<file path="config.mk">
export PLATFORM = sky130hd
export DESIGN_NAME = sbp_bus_port
export DESIGN_NICKNAME = d
export VERILOG_FILES = /design/src/sbp_pkg.sv /design/src/sbp_clk_gate.sv /design/src/sbp_bus_port.sv
export SDC_FILE = /design/constraint.sdc
export NUM_CORES = 1
export LEC_CHECK = 0
export ABC_AREA = 1
export BUFFER_PORTS_ARGS = -buffer_cell sky130_fd_sc_hd__buf_4
export CORE_ASPECT_RATIO = 1.25
export CORE_MARGIN = 1.5
export CORE_UTILIZATION = 25
export CTS_CLUSTER_DIAMETER = 150
export DETAILED_ROUTE_END_ITERATION = 16
export PLACE_DENSITY_LB_ADDON = 0.1
export SLEW_MARGIN = 30
export SYNTH_ARGS = -nofsm -noshare
export SYNTH_HDL_FRONTEND = slang
export SYNTH_HIERARCHICAL = 1
export SYNTH_SLANG_ARGS = --single-unit
</file>
<file path="constraint.sdc">
create_clock -name sys_clk -period 6.3 [get_ports sys_clk]
set_clock_uncertainty 0.15 [all_clocks]
set_input_delay 0.315 -clock sys_clk [delete_from_list [all_inputs] [get_ports sys_clk]]
set_output_delay 0.315 -clock sys_clk [all_outputs]
set_load 0.02 [all_outputs]
</file>
<file path="src/sbp_pkg.sv">
package sbp_pkg;
    localparam int ADDR_W = 22;
    localparam int IADDR_W = 23;
    localparam int DATA_W = 16;
    localparam int ROM_ADDR_LSB = 1;
    localparam int OTH_ADDR_LSB = 0;
    localparam int PIN_COUNT = 6;
    // Pin function select bit positions
    localparam int PIN_RD = 0;
    localparam int PIN_WR = 1;
    localparam int PIN_RDY = 2;
    localparam int PIN_WIDE = 3;
    localparam int PIN_UBE = 4;
    localparam int PIN_RST = 5;
    // Timing
    localparam int SETUP_CYCLES = 1;
    localparam logic [7:0] SYSTEM_BUS_CLOCK_DIV_RESET = 8'h02;
    localparam logic [1:0] PCLK_DIV_RESET = 2'h1;

    typedef enum logic [1:0] {
        SBP_TGT_SDRAM = 2'b00,
        SBP_TGT_ROM = 2'b01,
        SBP_TGT_IO = 2'b10,
        SBP_TGT_MEM = 2'b11
    } sbp_target_e;

    typedef enum logic [2:0] {
        SBP_IDLE = 3'b000,
        SBP_SETUP = 3'b001,
        SBP_STROBE = 3'b010,
        SBP_SDRAM = 3'b011,
        SBP_DONE = 3'b100
    } sbp_state_e;

    typedef struct packed {
        logic valid;
        logic write;
        sbp_target_e target;
        logic [IADDR_W-1:0] addr;
        logic [1:0] byte_en;
        logic [DATA_W-1:0] wdata;
    } sbp_req_s;

    typedef struct packed {
        logic done;
        logic wide;
        logic [DATA_W-1:0] rdata;
    } sbp_rsp_s;
endpackage

</file>
<file path="src/sbp_clk_gate.sv">
`timescale 1ns/1ps
// Divided, gated clock: toggles only while run is high, idles low.
module sbp_clk_gate (
    input wire logic sys_clk,
    input wire logic reset,
    input wire logic run,
    input wire logic [7:0] div,
    output logic clk_out
);
    logic [7:0] cnt_q;
    logic clk_q;
    wire terminal = (cnt_q >= div);

    always_ff @(posedge sys_clk or posedge reset) begin
        if (reset) begin
            cnt_q <= 8'h00;
            clk_q <= 1'b0;
        end else if (!run) begin
            cnt_q <= 8'h00;
            clk_q <= 1'b0;
        end else if (terminal) begin
            cnt_q <= 8'h00;
            clk_q <= ~clk_q;
        end else begin
            cnt_q <= cnt_q + 8'h01;
        end
    end

    assign clk_out = clk_q;
endmodule

</file>
<file path="src/sbp_bus_port.sv">
`timescale 1ns/1ps
module sbp_bus_port (
    input wire logic sys_clk,
    input wire logic reset,
    input wire logic internal_bus_clock,
    input sbp_pkg::sbp_req_s req,
    output logic req_ready,
    output sbp_pkg::sbp_rsp_s rsp,
    input wire logic bus_reset_req,
    input wire logic [sbp_pkg::PIN_COUNT-1:0] pin_bus_sel,
    input wire logic [sbp_pkg::PIN_COUNT-1:0] gpio_out,
    input wire logic [sbp_pkg::PIN_COUNT-1:0] gpio_oe,
    output logic [sbp_pkg::PIN_COUNT-1:0] gpio_in,
    input wire logic [7:0] system_bus_clock_div,
    output logic [sbp_pkg::ADDR_W-1:0] addr_out,
    input wire logic [sbp_pkg::DATA_W-1:0] data_in,
    output logic [sbp_pkg::DATA_W-1:0] data_out,
    output logic data_oe,
    output logic sdram_clock_out,
    output logic system_bus_clock,
    input wire logic [sbp_pkg::PIN_COUNT-1:0] ctl_in,
    output logic [sbp_pkg::PIN_COUNT-1:0] ctl_out,
    output logic [sbp_pkg::PIN_COUNT-1:0] ctl_oe
);
    sbp_pkg::sbp_state_e state_q, state_d;
    sbp_pkg::sbp_req_s cur_q;
    logic [sbp_pkg::ADDR_W-1:0] addr_q;
    logic [sbp_pkg::DATA_W-1:0] rdata_q;
    logic wide_q;
    logic done_q;
    logic rd_n_q, wr_n_q, ube_n_q, rst_n_q;
    logic sdram_run_q, isa_run_q;
    logic oe_q;

    // Pin-side inputs honoured only when the pin is in bus mode
    wire ready_pin = pin_bus_sel[sbp_pkg::PIN_RDY] ? ctl_in[sbp_pkg::PIN_RDY] : 1'b1;
    wire wide_pin = pin_bus_sel[sbp_pkg::PIN_WIDE]
                    & ~ctl_in[sbp_pkg::PIN_WIDE];
    wire is_rom = (req.target == sbp_pkg::SBP_TGT_ROM);
    wire is_sdram = (req.target == sbp_pkg::SBP_TGT_SDRAM);
    wire is_ext = (req.target == sbp_pkg::SBP_TGT_IO) || (req.target == sbp_pkg::SBP_TGT_MEM);
    wire cur_io = (cur_q.target == sbp_pkg::SBP_TGT_IO);
    wire [sbp_pkg::ADDR_W-1:0] rom_addr =
        req.addr[sbp_pkg::ADDR_W:sbp_pkg::ROM_ADDR_LSB];
    wire [sbp_pkg::ADDR_W-1:0] oth_addr =
        req.addr[sbp_pkg::ADDR_W-1:sbp_pkg::OTH_ADDR_LSB];
    wire [sbp_pkg::ADDR_W-1:0] addr_sel = is_rom ? rom_addr : oth_addr;
    wire start = req.valid && (state_q == sbp_pkg::SBP_IDLE);

    always_comb begin
        state_d = state_q;
        case (state_q)
            sbp_pkg::SBP_IDLE: begin
                if (req.valid) begin
                    state_d = is_sdram ? sbp_pkg::SBP_SDRAM : sbp_pkg::SBP_SETUP;
                end
            end
            sbp_pkg::SBP_SETUP: begin
                state_d = sbp_pkg::SBP_STROBE;
            end
            sbp_pkg::SBP_STROBE: begin
                // Wait states while the target holds ready low
                if (ready_pin) begin
                    state_d = sbp_pkg::SBP_DONE;
                end
            end
            sbp_pkg::SBP_SDRAM: begin
                state_d = sbp_pkg::SBP_DONE;
            end
            sbp_pkg::SBP_DONE: begin
                state_d = sbp_pkg::SBP_IDLE;
            end
            default: begin
                state_d = sbp_pkg::SBP_IDLE;
            end
        endcase
    end

    wire enter_strobe = (state_q == sbp_pkg::SBP_SETUP);
    wire leave_strobe = (state_q == sbp_pkg::SBP_STROBE) && ready_pin;

    always_ff @(posedge sys_clk or posedge reset) begin
        if (reset) begin
            state_q <= sbp_pkg::SBP_IDLE;
        end else begin
            state_q <= state_d;
        end
    end

    always_ff @(posedge sys_clk or posedge reset) begin
        if (reset) begin
            cur_q <= '0;
            addr_q <= '0;
            oe_q <= 1'b0;
        end else if (start) begin
            cur_q <= req;
            addr_q <= addr_sel;
            oe_q <= req.write;
        end else if (state_q == sbp_pkg::SBP_DONE) begin
            oe_q <= 1'b0;
        end
    end

    always_ff @(posedge sys_clk or posedge reset) begin
        if (reset) begin
            rd_n_q <= 1'b1;
            wr_n_q <= 1'b1;
            ube_n_q <= 1'b1;
        end else if (enter_strobe) begin
            // For IO targets one strobe is chosen from the write flag; other targets assert neither
            rd_n_q <= ~(cur_io & ~cur_q.write);
            wr_n_q <= ~(cur_io & cur_q.write);
            ube_n_q <= ~cur_q.byte_en[1];
        end else if (leave_strobe) begin
            rd_n_q <= 1'b1;
            wr_n_q <= 1'b1;
            ube_n_q <= 1'b1;
        end
    end

    always_ff @(posedge sys_clk or posedge reset) begin
        if (reset) begin
            rdata_q <= '0;
            wide_q <= 1'b0;
            done_q <= 1'b0;
        end else begin
            done_q <= (state_q == sbp_pkg::SBP_DONE);
            if (leave_strobe && !cur_q.write) begin
                rdata_q <= data_in;
            end
            if (leave_strobe) begin
                wide_q <= wide_pin;
            end
        end
    end

    always_ff @(posedge sys_clk or posedge reset) begin
        if (reset) begin
            rst_n_q <= 1'b0;
            sdram_run_q <= 1'b0;
            isa_run_q <= 1'b0;
        end else begin
            rst_n_q <= ~bus_reset_req;
            sdram_run_q <= (state_d == sbp_pkg::SBP_SDRAM);
            isa_run_q <= (state_d == sbp_pkg::SBP_SETUP) ||
                         (state_d == sbp_pkg::SBP_STROBE);
        end
    end

    // Gated copy of the internal bus clock; latch-free AND keeps rate equal
    assign sdram_clock_out = internal_bus_clock & sdram_run_q;

    sbp_clk_gate u_system_bus_clock (
        .sys_clk(sys_clk),
        .reset(reset),
        .run(isa_run_q & (cur_q.target != sbp_pkg::SBP_TGT_ROM)),
        .div(system_bus_clock_div),
        .clk_out(system_bus_clock)
    );

    // Strobe pin values in bus mode, index order RD WR RDY WIDE UBE RST
    wire [sbp_pkg::PIN_COUNT-1:0] bus_val = {rst_n_q, ube_n_q, 1'b1, 1'b1, wr_n_q, rd_n_q};
    wire [sbp_pkg::PIN_COUNT-1:0] bus_drv = 6'h33;

    genvar gi;
    generate
        for (gi = 0; gi < sbp_pkg::PIN_COUNT; gi++) begin : g_pin
            assign ctl_out[gi] = pin_bus_sel[gi] ? bus_val[gi] : gpio_out[gi];
            assign ctl_oe[gi] = pin_bus_sel[gi] ? bus_drv[gi] : gpio_oe[gi];
            assign gpio_in[gi] = pin_bus_sel[gi] ? 1'b0 : ctl_in[gi];
        end
    endgenerate

    assign addr_out = addr_q;
    assign data_out = cur_q.wdata;
    assign data_oe = oe_q;
    assign req_ready = (state_q == sbp_pkg::SBP_IDLE);
    assign rsp.done = done_q;
    assign rsp.wide = wide_q;
    assign rsp.rdata = rdata_q;
endmodule

</file>
=== Word level (Yosys, flattened, before mapping) ===
Cells that the tools add are included.

* Register bits after elaboration: 80
* Bits of input ports: 97
* Output and inout bits: 78
* Logic and storage cells: 86

* Add/subtract/negate cells: 1
* Magnitude comparators: 1
* Equal/unequal tests: 11
* Multiplexer cells: 34
* Bitwise operators: 12
* Reduce and logical (&&, ||, !) cells: 9

{| class="wikitable"
|+ Operators with widths
! cell !! number
|-
| two-way mux 1 bit || 27
|-
| two-way mux 22 bit || 1
|-
| two-way mux 8 bit || 2
|-
| == test 3 x 2 -> 1 bit (second input constant) || 4
|-
| case mux 3 bit (4 select lines) || 1
|-
| adder 8 x 1 -> 8 bit (second input constant) || 1
|-
| >= comparator 8 bit || 1
|-
| inverter 1 bit || 7
|-
| == test 3 x 1 -> 1 bit (second input constant) || 2
|-
| two-way mux 3 bit || 2
|-
| AND 1 bit || 5
|-
| nonzero test 2 bit || 2
|-
| == test 3 bit (second input constant) || 1
|-
| logical AND 1 bit || 3
|-
| zero test 3 bit || 1
|-
| == test 2 x 1 -> 1 bit (second input constant) || 1
|-
| == test 2 bit (second input constant) || 1
|-
| zero test 2 bit || 1
|-
| two-way mux 2 bit || 1
|-
| != test 2 x 1 -> 1 bit (second input constant) || 1
|-
| != test 2 bit (second input constant) || 1
|-
| zero test 1 bit || 1
|-
| logical OR 1 bit || 1
|}

=== Depth between registers and ports, before layout ===
* Word-level depth: 6
* Gate-level depth with buffers: 12
* Mapped depth without buffers: 12

=== Hierarchy ===
Netlist, hierarchy kept.

{| class="wikitable"
|+ Modules (own cells, without submodules)
! module !! instances !! cells an instance !! area an instance (sq um) !! sequential area each (sq um)
|-
| sbp_bus_port || 1 || 428 || 3417.0 || 1755.4
|-
| sbp_clk_gate || 1 || 83 || 629.4 || 225.2
|}

=== Worst setup path after synthesis ===
No wires, ideal clock.

* Path kind: reg-to-reg
* Start point: register u_system_bus_clock.cnt_q[0]
* End point: register u_system_bus_clock.clk_q, in the netlist u_system_bus_clock/clk_out
* Setup time: 0.117 ns
* Data arrival time: 1.238 ns
* Data required time: 6.033 ns
* Path slack: 4.795 ns
* Stages on the path, launching flop included: 13
* Buffers on the path: 0
* Period minus slack after synthesis: 1.505 ns
* Path through: dfrtp_1 > inv_1 > ha_1 > inv_1 > nand2_1 > nand2_1 > nand2_1 > nand2_1 > nand2_1 > nand2_2 > nand2_1 > nand2_1 > nand2_1

* Cells in the longest elaborated chain, start to end: 2

{| class="wikitable"
|+ RTL lines
! item !! line !! RTL
|-
| from (decl) || sbp_clk_gate.sv:10 || <nowiki>logic [7:0] cnt_q;</nowiki>
|-
| from (signal assigned) || sbp_clk_gate.sv:25 || <nowiki>cnt_q <= cnt_q + 8'h01;</nowiki>
|-
| >= comparator 8 bit || sbp_clk_gate.sv:12 || <nowiki>wire terminal = (cnt_q >= div);</nowiki>
|-
| != test 2 bit (no line) || - ||
|-
| to (signal assigned) || sbp_clk_gate.sv:23 || <nowiki>clk_q <= ~clk_q;</nowiki>
|-
| to (decl) || sbp_clk_gate.sv:11 || <nowiki>logic clk_q;</nowiki>
|}

Every way passes these cells.
A chain may end at the register's enable or synchronous reset.

=== Worst setup path in the final report ===
* Start point: register state_q[0]
* End point: register oe_q, in the netlist data_oe

* Cells in the longest elaborated chain, start to end: 3
* Elaborated cells between the ends (all ways): 5
* Classes of those cells: 1 x eq/ne; 1 x mux; 3 x reduce/logical

{| class="wikitable"
|+ RTL lines
! item !! line !! RTL
|-
| from (decl) || sbp_bus_port.sv:25 || <nowiki>sbp_pkg::sbp_state_e state_q, state_d;</nowiki>
|-
| from (signal assigned) || sbp_bus_port.sv:84 || <nowiki>state_q <= sbp_pkg::SBP_IDLE;</nowiki>
|-
| from (signal assigned) || sbp_bus_port.sv:86 || <nowiki>state_q <= state_d;</nowiki>
|-
| zero test 3 bit || sbp_bus_port.sv:48 || <nowiki>wire start = req.valid && (state_q == sbp_pkg::SBP_IDLE);</nowiki>
|-
| logical AND 1 bit || sbp_bus_port.sv:48 ||
|-
| two-way mux 1 bit / nonzero test 2 bit (equally long branches) || - ||
|-
| to (signal assigned) || sbp_bus_port.sv:98 || <nowiki>oe_q <= req.write;</nowiki>
|-
| to (decl) || sbp_bus_port.sv:33 || <nowiki>logic oe_q;</nowiki>
|}

Several ways; a longest one is shown, not always the timed one.

==> impl_metrics.json <==
{
  "cp.arrival_ns": 2.47,
  "rsz0062_at_grt": "no",
  "dieHeight_um": 145.2,
  "ir_drop_mv": 0.1540,
  "dp_hpwl_um": 7850,
  "path_clk_slew_ns": 0.06,
  "grt_pass1_wl_um": 17560,
  "fin_nets": 769,
  "postCtsSetupBuffers": 0,
  "ios": 175,
  "post_synth.cell_area_avg_um2": 7.919,
  "clock_latency_ns": 0.34,
  "relSlewSlack_pct": 49.82,
  "reg2reg_slack_ns": 3.93,
  "place_area_um2": 5380,
  "drcViolationCount": 0,
  "hold_viol_final": 0,
  "hp-start": "req[17]",
  "worst_setup_path_start_kind": "flip-flop",
  "fmax_mhz": 421.8,
  "power.total_w": 0.002556,
  "vias_per_cell": 4.142,
  "gr-usage-met2_pct": 22.40,
  "fin_cells": 880,
  "worstHoldPathType": "in2reg",
  "switching_share_pct": 39.18,
  "synth-seq-cells": 79,
  "postSynth.asyncResetShare_pct": 100.0,
  "track_usage_pct": 13.24,
  "netlist_area_um2": 4046,
  "p_leak_nw": 3.238,
  "grt-busiest-layer": "met2",
  "path_class": "reg2reg",
  "cap_violations": 0,
  "fill_cells": 1695,
  "final_common_cell": "nand2_1",
  "n_antenna_cell": 0,
  "clockBufferDepth": 2,
  "synth_edf_count": 0,
  "die_width_um": 116.8,
  "rows": 51,
  "syn_nets": 617,
  "syn2layout_area_growth_pct": 42.12,
  "pwr-share-comb_pct": 42.8,
  "grt_max_degree": 69,
  "clock-root-buffer": "clkbuf_16",
  "r2r-end": "data_oe",
  "dp_cells": 862,
  "worst-r2r-cell-count": 5,
  "h-tree-depth": 3,
  "grt_overflow": 0,
  "ant_nets": 0,
  "gp_congestion": 0.7564,
  "p_int_w": 0.001555,
  "slew_violations": 0,
  "seqPwrFrac_pct": 33.5,
  "tns_ns": 0,
  "cts_tree": "yes",
  "power_frac_clock_pct": 23.7,
  "core_area_um2": 15700,
  "finalCriticalPeriod_ns": 2.371,
  "yosysWarningCount": 6,
  "p_per_area_nw_per_um2": 444.5,
  "end_kind": "flip-flop",
  "critPathMaxFanout": 45,
  "avgRoutedWirePerCell_um": 12.34,
  "die_area_um2": 16960,
  "hold_slack_ns": 0.01839,
  "grt_pass1_vias": 3687,
  "min_to": "cur_q[17]",
  "tightest_slew_ns": 0.7518,
  "most-common-layout-cells": "220 x nand2_1, 173 x buf_4, 76 x dfrtp_1, 53 x nand3_1, 36 x inv_1",
  "synthCells": 511,
  "outcome": "completed",
  "clock-sinks": 79,
  "synth_seq_area_share_pct": 48.95,
  "antenna_found_initial": 0,
  "met1_usage_pct": 14.60,
  "cp.required_ns": 6.40,
  "holdPathStages": 3,
  "start_util_pct": 25.78,
  "power.switching_w": 0.001002,
  "yosys_most_used_dff": "dfrtp_1",
  "wirelength_um": 10860,
  "r2r-start": "state_q[0]",
  "design_area_um2": 5751,
  "via_count": 3645,
  "use_met3_pct": 4.762,
  "yosysUniqueCellTypes": 30,
  "drt_iter0_markers": 96,
  "firstDrtPassIters": 4,
  "numCtsBuffers": 9,
  "finalSetupViolCount": 0,
  "numPortBuffers": 173,
  "drive_gt1_share_pct": 34.58,
  "cp-startpoint": "state_q[0]",
  "period_share_pct": 37.63
}
## per-layer routing
layer	up-vias	part of all wire (%)
li1	1862	-
met1	1673	41
met2	99	49
met3	11	8.2
met4	0	1.8
met5	-	0
## worst max path at each step
stage                  end  slack (ns)  cells after the start
2_1_floorplan  addr_out[0]        4.07                      1
3_3_place_gp     cur_q[43]        3.85                      5
3_5_place_dp       data_oe        3.83                      5
4_1_cts            data_oe        3.84                      5
5_1_grt          cur_q[43]        3.62                      5
6_report           data_oe        3.93                      5
## per-stage QoR
stage	worst slack, ns	utilization, %
2_1_floorplan	4.072	-
3_3_place_gp	3.854	34.27
3_5_place_dp	3.833	34.27
4_1_cts	3.835	36.61
5_1_grt	3.620	36.63
6_report	3.929	36.63
## worst max-delay path, cell delays in order (launching register included)
cell	delay (ns)
dfrtp_1	0.44
nor2_4	0.17
nand3_4	0.45
inv_2	0.76
nand2_1	0.18
o21ai_0	0.13
## state kept, by name (all words and copies together), names as in the netlist, 3 cells and up
register,cells
cur_q,4
data_out,16
addr_out,22
rdata_q,16
u_system_bus_clock/cnt_q,8
state_q,3
## final cells by class
cell class	instances	area, um^2	share of cell area, %
Clock buffer	10	239.0	4.156
Clock inverter	6	107.6	1.871
Inverter	43	161.4	2.807
Multi-Input combinational cell	354	1667	28.98
Sequential cell	79	1981	34.44
Tap cell	212	265.3	4.613
Timing Repair Buffer	176	1330	23.13
## cells by family after synthesis
family | count (synthesis) | share of synthesized area (%)
flip-flops | 79 | 48.95
buffers and inverters | 78 | 9.864
AO/OA/AOI/OAI | 11 | 1.422
multiplexers | 4 | 1.113
AND/OR/NAND/NOR | 327 | 35.22
XOR/XNOR | 3 | 0.6495
adder cells (fa/ha/maj) | 9 | 2.783
## synthesized netlist by cell type (2+ instances only)
master	number	area share [%]
nand2_1	220	20
dfrtp_1	76	47
nand3_1	53	6.6
inv_1	37	3.4
nor2_1	24	2.2
buf_4	23	4.3
nand2_2	11	1.7
buf_2	10	1.2
ha_1	9	2.8
o21ai_0	7	0.87
or2_2	6	0.93
inv_2	5	0.46
mux2_2	4	1.1
dfstp_2	3	1.9
nand3_2	3	0.74
nor2_4	3	0.83
a21oi_1	2	0.25
nor2_2	2	0.31
xor2_1	2	0.43
## repair_timing
item,in CTS,in global routing
resized for setup,0,0
hold buffers,2,0
endpoints found under the hold margin,12,0
## power by group through the flow
stage,combinational (W),clock [W],sequential (W)
floorplan,0.000609,0,0.000981
global placement,0.00111,0,0.000858
detailed placement,0.00112,0,0.000862
CTS,0.00112,0.000627,0.000859
global route,0.00122,0.000648,0.000886
finish,0.00110,0.000606,0.000855
Note: power is estimated with default switching activity, not from simulation.
